**config.mk**
```make
export PLATFORM = sky130hd
export DESIGN_NAME = oec_device_flat
export DESIGN_NICKNAME = d
export VERILOG_FILES = /design/src/verilog/oec_pkg.sv /design/src/verilog/oec_if.sv /design/src/verilog/oec_device.sv /design/src/verilog/oec_edge_det.sv /design/src/flat_wrapper.sv
export SDC_FILE = /design/constraint.sdc
export NUM_CORES = 1
export LEC_CHECK = 0
export BUFFER_PORTS_ARGS = -buffer_cell sky130_fd_sc_hd__buf_4
export CORE_MARGIN = 2
export CORE_UTILIZATION = 55
export CTS_BUF_LIST = sky130_fd_sc_hd__clkbuf_16
export DETAILED_ROUTE_END_ITERATION = 10
export GPL_TIMING_DRIVEN = 0
export PLACE_DENSITY = 0.83
export SLEW_MARGIN = 10
export SYNTH_ARGS = -nofsm -noshare
export SYNTH_HDL_FRONTEND = slang
export SYNTH_SLANG_ARGS = --single-unit
```
**constraint.sdc**
```tcl
create_clock -name i_clk -period 6.82 [get_ports i_clk]
set_input_delay 1.023 -clock i_clk [delete_from_list [all_inputs] [get_ports i_clk]]
set_output_delay 1.023 -clock i_clk [all_outputs]
set_load 0.02 [all_outputs]
```
**src/verilog/oec_pkg.sv**
```systemverilog
// Shared constants and types for the amplifier event and sleep control
package oec_pkg;
   localparam int NCH = 3;
   // Byte offsets of the register file
   localparam logic [7:0] GLOBAL_CTRL_OFS  = 8'h00;
   localparam logic [7:0] DEBUG_CTRL_OFS   = 8'h01;
   localparam logic [7:0] TIMEBASE_OFS     = 8'h02;
   localparam logic [7:0] POWER_CTRL_OFS   = 8'h0F;
   localparam logic [7:0] CHAN_BASE_OFS    = 8'h10;
   localparam logic [7:0] CHAN_STRIDE      = 8'h08;
   localparam logic [2:0] CHAN_CTRL_OFS    = 3'h0;
   localparam logic [2:0] CHAN_STATUS_OFS  = 3'h1;
   localparam logic [2:0] LADDER_SEL_OFS   = 3'h2;
   localparam logic [2:0] INPUT_SEL_OFS    = 3'h3;
   localparam logic [2:0] SETTLE_OFS       = 3'h4;
   localparam logic [2:0] TRIM_OFS         = 3'h5;
   // Field positions of channel_control_reg
   localparam int SW_EN_BIT     = 0;
   localparam int EV_EN_BIT     = 1;
   localparam int OUTPUT_DRIVER_MODE_LSB   = 2;
   localparam int STANDBY_BIT   = 7;
   // Field positions of ladder_select_reg and input_select_reg
   localparam int TOP_LSB       = 0;
   localparam int BOT_LSB       = 2;
   localparam int TAP_LSB       = 5;
   localparam int POS_LSB       = 0;
   localparam int NEG_LSB       = 3;
   // Reset values
   localparam logic [7:0] REG_RESET = 8'h00;
   // Field encodings
   localparam logic [1:0] OUTPUT_DRIVER_MODE_NORMAL = 2'h1;
   localparam logic [2:0] POS_PIN        = 3'h0;
   localparam logic [2:0] POS_HALF       = 3'h3;
   localparam logic [2:0] NEG_PIN        = 3'h0;
   localparam logic [2:0] NEG_TAP        = 3'h1;
   localparam logic [2:0] NEG_OUT        = 3'h2;
   localparam logic [2:0] BOT_OFF        = 3'h0;
   localparam logic [2:0] BOT_NEG_PIN    = 3'h2;
   localparam logic [2:0] BOT_GND        = 3'h4;
   localparam logic [2:0] BOT_NEIGHBOUR  = 3'h5;
   localparam logic [1:0] TOP_OFF        = 2'h0;
   localparam logic [1:0] TOP_OUT        = 2'h1;
   localparam logic [2:0] LOWEST_TAP     = 3'h0;
   // Orders the controller accepts
   typedef enum logic [3:0] {
      OEC_MODE_EVENT, OEC_MODE_SW_EV, OEC_MODE_SW, OEC_CFG_FOLLOW, OEC_CFG_PINS,
      OEC_CFG_NONINV, OEC_CFG_INV, OEC_CFG_INTEG, OEC_CFG_DIFF2, OEC_TRIM_ADJ
   } oec_cmd_t;
   typedef enum logic [1:0] {OEC_IDLE, OEC_WR1, OEC_WR2} oec_host_st_t;
endpackage
```
**src/verilog/oec_if.sv**
```systemverilog
// Register bus and event lines between event network master and amplifier control
`timescale 1ns/1ps
`default_nettype none
interface oec_if;
   logic [7:0] addr;
   logic [7:0] wdata;
   logic       wr;
   logic       rd;
   logic [7:0] rdata;
   logic [2:0] ev_enable;
   logic [2:0] ev_disable;
   logic [2:0] ev_discharge;
   logic [2:0] ev_drive;
   logic [2:0] ev_ready;
   modport dev  (input addr, wdata, wr, rd, ev_enable, ev_disable, ev_discharge, ev_drive,
                 output rdata, ev_ready);
   modport host (output addr, wdata, wr, rd, ev_enable, ev_disable, ev_discharge, ev_drive,
                 input rdata, ev_ready);
endinterface
`default_nettype wire

```
**src/verilog/oec_device.sv**
```systemverilog
// Amplifier channel control: registers, modes, settle timers, events, sleep and debug
//
// Decided for this implementation: strobed register access and the register addresses.
`timescale 1ns/1ps
`default_nettype none
// How it works
// - Events honoured only with event mode enabled
// - Event-driven mode: event enable set, software clear
// - Software-with-events mode: both bits set
// - Ready event is one clock pulse
// - Enable edge async, disable edge sync
// - Drive event forces output driver on
// - Discharge event closes output-to-inverting switch
// - No interrupt; status flag and ready only
// - Standby without run bit shuts channel off
// - Standby shutoff releases pin override
// - Standby with run bit keeps channel running
// - Halted: digital runs only with run-when-halted
// - Trim adjusted by adding the order argument to the shadowed trim
// - Pin-only: pins, ladder off, lowest tap
// - Non-inverting: pin, tap, ground, output
// - Inverting: half supply, tap, negative pin, output
// - Integrator: half supply, negative pin, ladder off
// - Differential: follower plus neighbour-bottom gain stage
// - Settle elapsed sets flag; ready in event-driven mode only
// - Selection register writes restart settle timer
// - Simultaneous enable and disable: enable wins
// - Enable when settle_done_flag: ready issued at once
module oec_device #(
   parameter int NCH = oec_pkg::NCH
) (
   input  wire logic          i_clk,
   input  wire logic          i_reset,
   oec_if.dev                 bus,
   input  wire logic          i_standby,
   input  wire logic          i_cpu_halted,
   output logic [NCH-1:0]     o_amp_on,
   output logic [NCH-1:0]     o_drive_en,
   output logic [NCH-1:0]     o_discharge_sw,
   output logic [NCH-1:0]     o_settle_done_flag,
   output logic [NCH*8-1:0]   o_input_sel,
   output logic [NCH*8-1:0]   o_ladder_sel,
   output logic [NCH*8-1:0]   o_offset_trim,
   output logic               o_low_range
);
   logic       glob_en_q;
   logic       dbg_run_q;
   logic [6:0] timebase_q;
   logic [6:0] us_cnt_q;
   logic       us_tick;
   logic       run;
   logic [7:0] rdata_d;
   logic [7:0] rdata_q;
   logic [7:0] ctrl_q    [NCH];
   logic [7:0] ladder_q  [NCH];
   logic [7:0] insel_q   [NCH];
   logic [6:0] settle_q  [NCH];
   logic [7:0] trim_q    [NCH];
   logic       settle_done_flag_q [NCH];
   logic       ready_q   [NCH];

   // Digital side freezes when the core is halted unless allowed to run
   assign run = ~i_cpu_halted | dbg_run_q;

   always_ff @(posedge i_clk or posedge i_reset) begin
      if (i_reset) begin
         glob_en_q   <= 1'b0;
         dbg_run_q   <= 1'b0;
         timebase_q  <= 7'h00;
         o_low_range <= 1'b0;
      end else if (bus.wr) begin
         // Debug control stays writable while frozen so the halt can be left
         if (bus.addr == oec_pkg::DEBUG_CTRL_OFS) dbg_run_q <= bus.wdata[0];
         if (run && bus.addr == oec_pkg::GLOBAL_CTRL_OFS) glob_en_q <= bus.wdata[0];
         if (run && bus.addr == oec_pkg::TIMEBASE_OFS) timebase_q <= bus.wdata[6:0];
         if (run && bus.addr == oec_pkg::POWER_CTRL_OFS) o_low_range <= bus.wdata[0];
      end
   end

   // Microsecond prescaler shared by all settle timers
   always_ff @(posedge i_clk or posedge i_reset) begin
      if (i_reset) begin
         us_cnt_q <= 7'h00;
      end else if (run) begin
         us_cnt_q <= us_tick ? 7'h00 : us_cnt_q + 7'h01;
      end
   end
   assign us_tick = run & (us_cnt_q >= timebase_q);

   genvar c;
   generate
      for (c = 0; c < NCH; c = c + 1) begin : g_ch
         localparam logic [7:0] BASE = 8'(oec_pkg::CHAN_BASE_OFS + c * oec_pkg::CHAN_STRIDE);
         logic       sel;
         logic       restart;
         logic       ev_mode;
         logic       sw_on;
         logic       event_only;
         logic       sleep_off;
         logic       en_pulse;
         logic       dis_pulse;
         logic       ev_on_q;
         logic       on;
         logic       on_q;
         logic [6:0] cnt_q;
         logic       normal;

         assign sel     = bus.addr[7:3] == BASE[7:3];
         assign restart = bus.wr & sel & ((bus.addr[2:0] == oec_pkg::CHAN_CTRL_OFS) |
                          (bus.addr[2:0] == oec_pkg::INPUT_SEL_OFS) |
                          (bus.addr[2:0] == oec_pkg::LADDER_SEL_OFS));

         always_ff @(posedge i_clk or posedge i_reset) begin
            if (i_reset) begin
               ctrl_q[c]   <= oec_pkg::REG_RESET;
               ladder_q[c] <= oec_pkg::REG_RESET;
               insel_q[c]  <= oec_pkg::REG_RESET;
               settle_q[c] <= 7'h00;
               trim_q[c]   <= oec_pkg::REG_RESET;
            end else if (run && bus.wr && sel) begin
               case (bus.addr[2:0])
                  oec_pkg::CHAN_CTRL_OFS:  ctrl_q[c]   <= bus.wdata;
                  oec_pkg::LADDER_SEL_OFS: ladder_q[c] <= bus.wdata;
                  oec_pkg::INPUT_SEL_OFS:  insel_q[c]  <= bus.wdata;
                  oec_pkg::SETTLE_OFS:     settle_q[c] <= bus.wdata[6:0];
                  oec_pkg::TRIM_OFS:       trim_q[c]   <= bus.wdata;
                  default: ;
               endcase
            end
         end

         assign ev_mode    = ctrl_q[c][oec_pkg::EV_EN_BIT];
         assign sw_on      = ctrl_q[c][oec_pkg::SW_EN_BIT];
         assign event_only = ev_mode & ~sw_on;
         assign sleep_off  = i_standby & ~ctrl_q[c][oec_pkg::STANDBY_BIT];
         assign normal = ctrl_q[c][oec_pkg::OUTPUT_DRIVER_MODE_LSB +: 2] == oec_pkg::OUTPUT_DRIVER_MODE_NORMAL;

         oec_edge_det #(.ASYNC(1'b1)) u_en (
            .i_clk   (i_clk),
            .i_reset (i_reset),
            .i_run   (run),
            .i_level (bus.ev_enable[c]),
            .o_pulse (en_pulse)
         );
         oec_edge_det #(.ASYNC(1'b0)) u_dis (
            .i_clk   (i_clk),
            .i_reset (i_reset),
            .i_run   (run),
            .i_level (bus.ev_disable[c]),
            .o_pulse (dis_pulse)
         );

         // Event-driven on/off state; a repeated enable leaves it unchanged
         always_ff @(posedge i_clk or posedge i_reset) begin
            if (i_reset) begin
               ev_on_q <= 1'b0;
            end else if (run) begin
               if (!event_only) begin
                  ev_on_q <= 1'b0;
               end else if (en_pulse) begin
                  ev_on_q <= 1'b1;
               end else if (dis_pulse) begin
                  ev_on_q <= 1'b0;
               end
            end
         end

         assign on = glob_en_q & ~sleep_off & (sw_on | (event_only & ev_on_q));

         // Settle timer counts microseconds from enable or from a restart
         always_ff @(posedge i_clk or posedge i_reset) begin
            if (i_reset) begin
               on_q         <= 1'b0;
               cnt_q        <= 7'h00;
               settle_done_flag_q[c] <= 1'b0;
               ready_q[c]   <= 1'b0;
            end else if (run) begin
               on_q       <= on;
               ready_q[c] <= 1'b0;
               if (!on || !on_q || restart) begin
                  cnt_q        <= 7'h00;
                  settle_done_flag_q[c] <= 1'b0;
               end else if (!settle_done_flag_q[c] && us_tick) begin
                  if (cnt_q >= settle_q[c]) begin
                     settle_done_flag_q[c] <= 1'b1;
                     ready_q[c]   <= event_only;
                  end else begin
                     cnt_q <= cnt_q + 7'h01;
                  end
               end else if (settle_done_flag_q[c] && event_only && en_pulse) begin
                  ready_q[c] <= 1'b1;
               end
            end else begin
               ready_q[c] <= 1'b0;
            end
         end

         // Analog controls keep their last state while the digital side is frozen
         always_ff @(posedge i_clk or posedge i_reset) begin
            if (i_reset) begin
               o_amp_on[c]       <= 1'b0;
               o_drive_en[c]     <= 1'b0;
               o_discharge_sw[c] <= 1'b0;
            end else if (run) begin
               o_amp_on[c]       <= on;
               // Driver off releases the pin to the port logic
               o_drive_en[c]     <= on & (normal | (ev_mode & bus.ev_drive[c]));
               o_discharge_sw[c] <= on & ev_mode & bus.ev_discharge[c];
            end
         end

         assign o_settle_done_flag[c]          = settle_done_flag_q[c];
         assign bus.ev_ready[c]       = ready_q[c];
         assign o_input_sel[c*8 +: 8]   = insel_q[c];
         assign o_ladder_sel[c*8 +: 8]  = ladder_q[c];
         assign o_offset_trim[c*8 +: 8] = trim_q[c];
      end
   endgenerate

   // Read mux; unmapped offsets read zero; status reads the settle flag
   always_comb begin
      rdata_d = 8'h00;
      case (bus.addr)
         oec_pkg::GLOBAL_CTRL_OFS: rdata_d = {7'h00, glob_en_q};
         oec_pkg::DEBUG_CTRL_OFS:  rdata_d = {7'h00, dbg_run_q};
         oec_pkg::TIMEBASE_OFS:    rdata_d = {1'b0, timebase_q};
         oec_pkg::POWER_CTRL_OFS:  rdata_d = {7'h00, o_low_range};
         default: begin
            for (int i = 0; i < NCH; i++) begin
               if (bus.addr[7:3] == 5'(({3'h0, oec_pkg::CHAN_BASE_OFS} +
                                         i * oec_pkg::CHAN_STRIDE) >> 3)) begin
                  case (bus.addr[2:0])
                     oec_pkg::CHAN_CTRL_OFS:   rdata_d = ctrl_q[i];
                     oec_pkg::CHAN_STATUS_OFS: rdata_d = {7'h00, settle_done_flag_q[i]};
                     oec_pkg::LADDER_SEL_OFS:  rdata_d = ladder_q[i];
                     oec_pkg::INPUT_SEL_OFS:   rdata_d = insel_q[i];
                     oec_pkg::SETTLE_OFS:      rdata_d = {1'b0, settle_q[i]};
                     oec_pkg::TRIM_OFS:        rdata_d = trim_q[i];
                     default:                  rdata_d = 8'h00;
                  endcase
               end
            end
         end
      endcase
   end

   always_ff @(posedge i_clk or posedge i_reset) begin
      if (i_reset) begin
         rdata_q <= 8'h00;
      end else if (bus.rd) begin
         rdata_q <= rdata_d;
      end else begin
         rdata_q <= 8'h00;
      end
   end
   assign bus.rdata = rdata_q;
endmodule
`default_nettype wire

```
**src/verilog/oec_edge_det.sv**
```systemverilog
// Rising edge detector with optional two-flop synchroniser
`timescale 1ns/1ps
`default_nettype none
module oec_edge_det #(
   parameter bit ASYNC = 1'b1
) (
   input  wire logic i_clk,
   input  wire logic i_reset,
   input  wire logic i_run,
   input  wire logic i_level,
   output logic      o_pulse
);
   logic meta_q;
   logic sync_q;
   logic prev_q;
   logic samp;

   generate
      if (ASYNC) begin : g_sync
         // Meta flop feeds only the second flop
         always_ff @(posedge i_clk or posedge i_reset) begin
            if (i_reset) begin
               meta_q <= 1'b0;
               sync_q <= 1'b0;
            end else begin
               meta_q <= i_level;
               sync_q <= meta_q;
            end
         end
         assign samp = sync_q;
      end else begin : g_direct
         always_comb meta_q = 1'b0;
         always_comb sync_q = 1'b0;
         assign samp = i_level;
      end
   endgenerate

   // prev_q holds while frozen; a level still high when run returns gives its pulse then
   always_ff @(posedge i_clk or posedge i_reset) begin
      if (i_reset) begin
         prev_q <= 1'b0;
      end else if (i_run) begin
         prev_q <= samp;
      end
   end

   assign o_pulse = i_run & samp & ~prev_q;
endmodule
`default_nettype wire

```
**src/flat_wrapper.sv**
```systemverilog
// flat-port wrapper written by rule: the top's interface ports become plain ports
module oec_device_flat 
#(
   parameter int NCH = oec_pkg::NCH
)
  (i_clk, i_reset, i_standby, i_cpu_halted, o_amp_on, o_drive_en, o_discharge_sw, o_settle_done_flag, o_input_sel, o_ladder_sel, o_offset_trim, o_low_range, bus_addr, bus_wdata, bus_wr, bus_rd, bus_ev_enable, bus_ev_disable, bus_ev_discharge, bus_ev_drive, bus_rdata, bus_ev_ready);
  oec_if bus_i ();
  input  wire logic i_clk;
  input  wire logic i_reset;
  input  wire logic i_standby;
  input  wire logic i_cpu_halted;
  output logic [NCH-1:0] o_amp_on;
  output logic [NCH-1:0] o_drive_en;
  output logic [NCH-1:0] o_discharge_sw;
  output logic [NCH-1:0] o_settle_done_flag;
  output logic [NCH*8-1:0] o_input_sel;
  output logic [NCH*8-1:0] o_ladder_sel;
  output logic [NCH*8-1:0] o_offset_trim;
  output logic o_low_range;
  input wire logic [$bits(bus_i.addr)-1:0] bus_addr;
  input wire logic [$bits(bus_i.wdata)-1:0] bus_wdata;
  input wire logic [$bits(bus_i.wr)-1:0] bus_wr;
  input wire logic [$bits(bus_i.rd)-1:0] bus_rd;
  input wire logic [$bits(bus_i.ev_enable)-1:0] bus_ev_enable;
  input wire logic [$bits(bus_i.ev_disable)-1:0] bus_ev_disable;
  input wire logic [$bits(bus_i.ev_discharge)-1:0] bus_ev_discharge;
  input wire logic [$bits(bus_i.ev_drive)-1:0] bus_ev_drive;
  output wire logic [$bits(bus_i.rdata)-1:0] bus_rdata;
  output wire logic [$bits(bus_i.ev_ready)-1:0] bus_ev_ready;
  assign bus_i.addr = bus_addr;
  assign bus_i.wdata = bus_wdata;
  assign bus_i.wr = bus_wr;
  assign bus_i.rd = bus_rd;
  assign bus_i.ev_enable = bus_ev_enable;
  assign bus_i.ev_disable = bus_ev_disable;
  assign bus_i.ev_discharge = bus_ev_discharge;
  assign bus_i.ev_drive = bus_ev_drive;
  assign bus_rdata = bus_i.rdata;
  assign bus_ev_ready = bus_i.ev_ready;
  oec_device #(.NCH(NCH)) u_core (.i_clk(i_clk), .i_reset(i_reset), .bus(bus_i), .i_standby(i_standby), .i_cpu_halted(i_cpu_halted), .o_amp_on(o_amp_on), .o_drive_en(o_drive_en), .o_discharge_sw(o_discharge_sw), .o_settle_done_flag(o_settle_done_flag), .o_input_sel(o_input_sel), .o_ladder_sel(o_ladder_sel), .o_offset_trim(o_offset_trim), .o_low_range(o_low_range));
endmodule
```
==> impl_metrics.yaml, run 1 <==
run_status:
  outcome: "complete, no violations"
place:
  dp.cells: 1207
  gp_routability_congestion: 0.982
  hpwl_um: 19400
  io_buffers: 124
pwr:
  power_density_mw_per_mm2: 214
  seqPwrFrac_pct: 48.9
  ir_drop_v: 0.000198
  internal-power_mw: 1.81
  clkPwrFrac_pct: 41.7
  switching_share_pct: 26.4
  comb_power_share_pct: 9.4
  leakage_nw: 5.50
  switching_power_mw: 0.650
setup_path:
  reg2reg_depth: 8
  max_stage_delay_ps: 710
  crit_top_cell: "buf_2"
  cp_top_family: "simple AND/OR/NAND/NOR gates"
  path_depth: 6
  crit_type: "in -> reg"
  path_max_fanout: 10
  startpoint_type: "input port"
  path_buf_inv: 3
  worstPathCellList: "clkbuf_2, buf_2, nor2_1, buf_2, nand2_1, mux2_2"
  cp.arrival_ps: 3270
  crit_slowest_cell: "nor2_1"
  crit_path_end_kind: "register"
  worstPathRequired_ps: 7150
synthesis:
  yosys_register_bits: 193
  synth_nets: 923
  synthArstFlopShare_pct: 100
  yosysTopAreaCellShare_pct: 50.2
  synthTopCellsByArea: "dfrtp_1 (50%), mux2_2 (13%), ha_1 (4.2%)"
  synthCells: 857
  synth.distinct_cells: 78
  yosysWarningCount: 0
  synth_area_mm2: 0.00962
  yosysSeqAreaShare_pct: 50.2
  avgSynthCellArea_um2: 11.2
  synth_edf_count: 0
  yosysTopAreaCell: "dfrtp_1"
  ys.flop_type: "dfrtp_1"
clocking:
  clockBufferDepth: 2
  ctsResizeCount: 0
  cts-root-buf: "clkbuf_16"
  cts_tree: "yes"
  cts.sinks: 193
  post_cts_buffers: 0
  hold_buffers: 0
  worst_skew_pair.late_latency_ps: 440
  clk_pin_slew_worst_paths_ps: 80
  numCtsBuffers: 17
  htree_levels: 4
route:
  wl_met1_um: 10700
  ant_nets: 0
  dr.pass1.iters: 6
  dr_wl_met2_um: 13100
  drc: 0
  avgRoutedWirePerCell_um: 22.1
  num_vias: 7849
  via_per_inst: 6.33
  wl_met3_um: 2400
  drt-total-wl_um: 27400
  drt_iter0_drc: 817
  top_layer: "met4"
global_routing:
  grt_pass1_vias: 7780
  overflow: 0
  grt_max_degree: 101
  track_usage_pct: 30.4
  antenna_found_initial: 0
  grt_pass1_wl_um: 42400
floorplanning:
  num_rows: 48
  die_height_um: 136
  die_area_mm2: 0.0186
  initial_core_util_pct: 56.0
  design.core.area_mm2: 0.0172
  die_width_um: 136
  io_pins: 130
timing:
  grt_setup_unrepaired: "no"
  tightestPinTransition_ps: 954
  fin_worst_skew_ps: 11.5
  hold_violations: 0
  tns_ps: 0
  setup_viol: 0
  relSlewSlack_pct: 36.1
  fin_crit_ps: 2940
  fmax_mhz: 340
  slew_violations: 0
  finalCritPeriodShare_pct: 43.1
job:
  max_cap_viol_count: 0
finish:
  final_cells: 1239
  regArea_mm2: 0.00483
  fin_nets: 1067
  area_delta_synth_final_pct: 19.2
  drive_gt1_share_pct: 32.1
  multi_input_area_mm2: 0.00441
  num_antenna_cells: 0
  fillers: 1333
worst_hold_path:
  min_path_type: "reg -> reg"
  min_path_cells: 0
## cell usage in the layout, fill, tap and decap left out, types with 8 or more instances in the layout
master / instances
mux2_2: 115
buf_4: 128
dfrtp_1: 193
a22oi_1: 32
o31ai_1: 9
o21ai_0: 49
a32o_1: 8
buf_2: 11
clkbuf_16: 17
nand2_1: 79
clkbuf_1: 23
ha_1: 32
inv_1: 46
nand2b_1: 13
nor2b_1: 9
a21oi_1: 31
nand3_1: 27
nand4_1: 16
nor2_1: 20
## power by group through the flow
stage	clock, mW	combinational [mW]	sequential, mW
after global routing	1.07	0.250	1.20
after floorplan	0	0.123	1.23
after detailed placement	0	0.228	1.22
after global placement	0	0.221	1.22
after CTS	1.03	0.230	1.20
final	1.02	0.232	1.20
## sequential cells by signal, indices dropped and copies added, names as in the netlist, 7 cells and up
register / cells
u_core.ctrl_q: 24
u_core.timebase_q: 7
u_core.o_ladder_sel: 24
u_core.o_input_sel: 24
u_core.us_cnt_q: 7
u_core.settle_q: 21
u_core.o_offset_trim: 24
u_core.g_ch.cnt_q: 21
u_core.bus.rdata: 8
## cell families after synthesis
| kind of cell | count (synthesis) | share of synthesized area (%) |
|---|---|---|
| compound gates | 184 | 13.2 |
| flops | 193 | 50.2 |
| buf+inv | 89 | 3.86 |
| xor+xnor | 3 | 0.273 |
| mux | 125 | 14.8 |
| simple gates | 231 | 13.5 |
| fa+ha+maj | 32 | 4.16 |
## area by class of cell
class | instances | share of cell area, %
well taps | 225 | 2.46
clock inverters | 15 | 1.54
multi-input cells | 575 | 38.5
inverters | 46 | 1.57
repair buffers | 125 | 8.36
plain buffers | 43 | 1.74
flip-flops and latches | 193 | 42.1
clock buffers | 17 | 3.71
## stage by stage
stage	cell area, um^2	hold slack, ps	setup WS [ps]	util (%)	power, mW
after floorplan	9620	331	541	-	1.35
after global placement	10800	335	-1480	63.0	1.44
after detailed placement	10900	337	3540	63.2	1.45
after CTS	11500	352	3990	66.7	2.46
after global routing	11500	355	3860	66.7	2.53
final	11500	350	3880	66.7	2.46
## per-layer routing
layer / global-route usage, % / vias to the layer above
met1: 39.3 / 3881
met4: 14.9 / 0
met2: 48.7 / 454
met5: 0 / -
li1: - / 3416
met3: 6.49 / 98
## Yosys cell counts (5+ instances only)
library cell  count
buf_2            11
nor2b_1           9
inv_1            45
nand2_1          79
and2_1            7
or3_1             6
mux2i_1           7
a22oi_1          32
nand3_1          27
clkbuf_1         23
nor2_1           20
nand4_1          16
a21oi_1          31
a32o_1            8
nor2_2            6
dfrtp_1         193
o21ai_0          49
o31ai_1           9
and3_1            5
nand2b_1         13
o211ai_1          7
mux2_2          115
ha_1             32
a21o_1            6
## final timing paths
kind | to | startpoint | slack, ps
max | u_core.o_ladder_sel[6] | bus_addr[0] | 3880
min | u_core.g_ch[1].u_en.samp | u_core.g_ch[1].u_en.meta_q | 350
max reg2reg | u_core.g_ch[0].cnt_q[4] | u_core.timebase_q[6] | 4200
min reg2reg | u_core.g_ch[1].u_en.samp | u_core.g_ch[1].u_en.meta_q | 350
max in group asynchronous | u_core.o_offset_trim[21] | i_reset | 5240
min in group asynchronous | u_core.g_ch[1].cnt_q[4] | i_reset | 670
Power figures use the tool's default switching activity.
==> run 2: changes to the inputs <==
--- a/config.mk
+++ b/config.mk
@@ -7,11 +7,11 @@
 export LEC_CHECK = 0
 export BUFFER_PORTS_ARGS = -buffer_cell sky130_fd_sc_hd__buf_4
 export CORE_MARGIN = 2
-export CORE_UTILIZATION = 55
+export CORE_UTILIZATION = 52
 export CTS_BUF_LIST = sky130_fd_sc_hd__clkbuf_16
 export DETAILED_ROUTE_END_ITERATION = 10
 export GPL_TIMING_DRIVEN = 0
-export PLACE_DENSITY = 0.83
+export PLACE_DENSITY = 0.82
 export SLEW_MARGIN = 10
 export SYNTH_ARGS = -nofsm -noshare
 export SYNTH_HDL_FRONTEND = slang
==> constraint.sdc (replaced) <==
create_clock -name i_clk -period 2.6 [get_ports i_clk]
set_input_delay 0.39 -clock i_clk [delete_from_list [all_inputs] [get_ports i_clk]]
set_output_delay 0.39 -clock i_clk [all_outputs]
set_load 0.02 [all_outputs]
==> run 2 against run 1 <==
  * Total power grew to 2.6 times the previous value
  * Sequential power rose to 2.6 times the previous value
  * First-iteration DRC count shrank 0.24%
  * Non-clock buffer count increased by 6
  * Critical path depth grew 3
  * Worst setup slack got worse by 3800 ps
  * Core utilization is 2.6 points lower
  * Register-to-register slack got worse by 4100 ps
  * Worst hold slack worse by 310 ps
  * Critical path type is now reg -> reg
==> impl_metrics.yaml, run 2 (synthesized netlist as in run 1, its figures left out) <==
run_status:
  outcome: "complete, no violations"
global_routing:
  grt_pass1_wl_um: 43200
  grt_max_degree: 40
  grt_pass1_vias: 7782
  track_usage_pct: 28.6
  antenna_found_initial: 0
  overflow: 0
route:
  drc: 0
  via_per_inst: 6.25
  drt_iter0_drc: 815
  avgRoutedWirePerCell_um: 22.3
  drt-total-wl_um: 27800
  dr.pass1.iters: 7
  num_vias: 7803
  ant_nets: 0
floorplanning:
  die_width_um: 140
  design.core.area_mm2: 0.0180
  initial_core_util_pct: 53.3
  die_height_um: 140
  num_rows: 49
  io_pins: 130
  die_area_mm2: 0.0196
timing:
  tns_ps: 0
  whs_ps: 35.2
  tightestPinTransition_ps: 1010
  fin_worst_skew_ps: 11.4
  relSlewSlack_pct: 32.1
  grt_setup_unrepaired: "yes"
  setup_viol: 0
  fmax_mhz: 395
  slew_violations: 0
  hold_violations: 0
  fin_crit_ps: 2530
  finalCritPeriodShare_pct: 97.5
  fin_ws_ps: 66.0
place:
  gp_routability_congestion: 0.930
  io_buffers: 124
  dp.cells: 1215
  hpwl_um: 20000
  place_ws_ps: -41.2
clocking:
  htree_levels: 4
  numCtsBuffers: 17
  cts-root-buf: "clkbuf_16"
  clockBufferDepth: 2
  clk_pin_slew_worst_paths_ps: 70
  worst_skew_pair.late_latency_ps: 440
  cts_tree: "yes"
  hold_buffers: 0
  cts.sinks: 193
pwr:
  switching_share_pct: 27.2
  power_density_mw_per_mm2: 557
  leakage_nw: 5.54
  ir_drop_v: 0.000468
  seqPwrFrac_pct: 48.9
  internal-power_mw: 4.69
  switching_power_mw: 1.75
  comb_power_share_pct: 9.9
  clkPwrFrac_pct: 41.2
  p_total_mw: 6.44
setup_path:
  critPathLaunch: "u_core.settle_q[19]"
  cp_top_family: "compound AO/OA/AOI/OAI gates"
  path_max_fanout: 8
  max_stage_delay_ps: 420
  startpoint_type: "register"
  crit_path_end_kind: "register"
  worstPathCellList: "inv_1, ha_1, a21o_1, a221o_1, a31oi_4, nand3_2, or2_1, buf_6, o41ai_2"
  reg2reg_from: "u_core.settle_q[19]"
  cp.arrival_ps: 2870
  crit_slowest_cell: "dfrtp_1"
  worstPathRequired_ps: 2940
  crit_type: "reg -> reg"
  path_buf_inv: 2
job:
  max_cap_viol_count: 0
finish:
  final_cells: 1248
  num_antenna_cells: 0
  most-common-layout-cells: "dfrtp_1 (193), buf_4 (130), mux2_2 (115)"
  area_delta_synth_final_pct: 20.2
  fin_nets: 1073
  final_common_cell: "dfrtp_1"
  drive_gt1_share_pct: 33.0
worst_hold_path:
  min_path_type: "in -> async"
[run 2: stage by stage]
stage / util (%) / instance area (um^2)
final: 64.1 / 11600
after CTS: 63.9 / 11500
after detailed placement: 60.7 / 10900
after floorplan: - / 9620
after global placement: 60.1 / 10800
after global routing: 64.1 / 11600
[run 2: cell type report]
class	count	area [um^2]
Fill cell	1405	6470
Clock buffer	17	425
Buffer	43	201
Multi-Input combinational cell	575	4430
Tap cell	229	287
Sequential cell	193	4830
Timing Repair Buffer	131	1050
Clock inverter	14	164
Inverter	46	176
[run 2: worst reg2reg max path, cell delays in order, from the launching register on]
cell	delay [ps]
dfrtp_1	420
inv_1	70
ha_1	290
a21o_1	160
a221o_1	380
a31oi_4	200
nand3_2	200
or2_1	300
buf_6	140
o41ai_2	280
[run 2: timing repair]
| action | CTS | global route |
|---|---|---|
| gates resized for setup | 0 | 6 |
| setup endpoints to repair | 0 | 13 |
| setup buffers | 0 | 2 |
[run 2: layer usage]
metal  vias to the layer above  part of all wire, %  global-route usage, %
li1                       3433                    -                      -
met1                      3868                   39                   37.4
met2                       414                   49                   46.3
met3                        88                  8.2                   6.36
met4                         0                  3.9                   11.9
met5                         -                    0                      0
[run 2: power by group through the flow]
| stage | sequential, mW | clock [mW] | combinational (mW) |
|---|---|---|---|
| final | 3.15 | 2.65 | 0.636 |
| after global routing | 3.16 | 2.81 | 0.684 |
| after CTS | 3.15 | 2.67 | 0.619 |
| after detailed placement | 3.21 | 0 | 0.614 |
| after global placement | 3.21 | 0 | 0.581 |
| after floorplan | 3.22 | 0 | 0.324 |
[run 2: path summary, 6_finish.rpt]
kind | to | slack (ps) | cells past startpoint
worst max-delay path | u_core.g_ch[0].cnt_q[4] | 70 | 9
worst min-delay path | u_core.o_discharge_sw[2] | 40 | 2
worst max register to register | u_core.g_ch[0].cnt_q[4] | 70 | 9
worst min register to register | u_core.g_ch[1].u_en.samp | 350 | 0
max in group asynchronous | u_core.ctrl_q[11] | 1490 | 5
min in group i_clk | u_core.g_ch[2].u_en.meta_q | 50 | 1
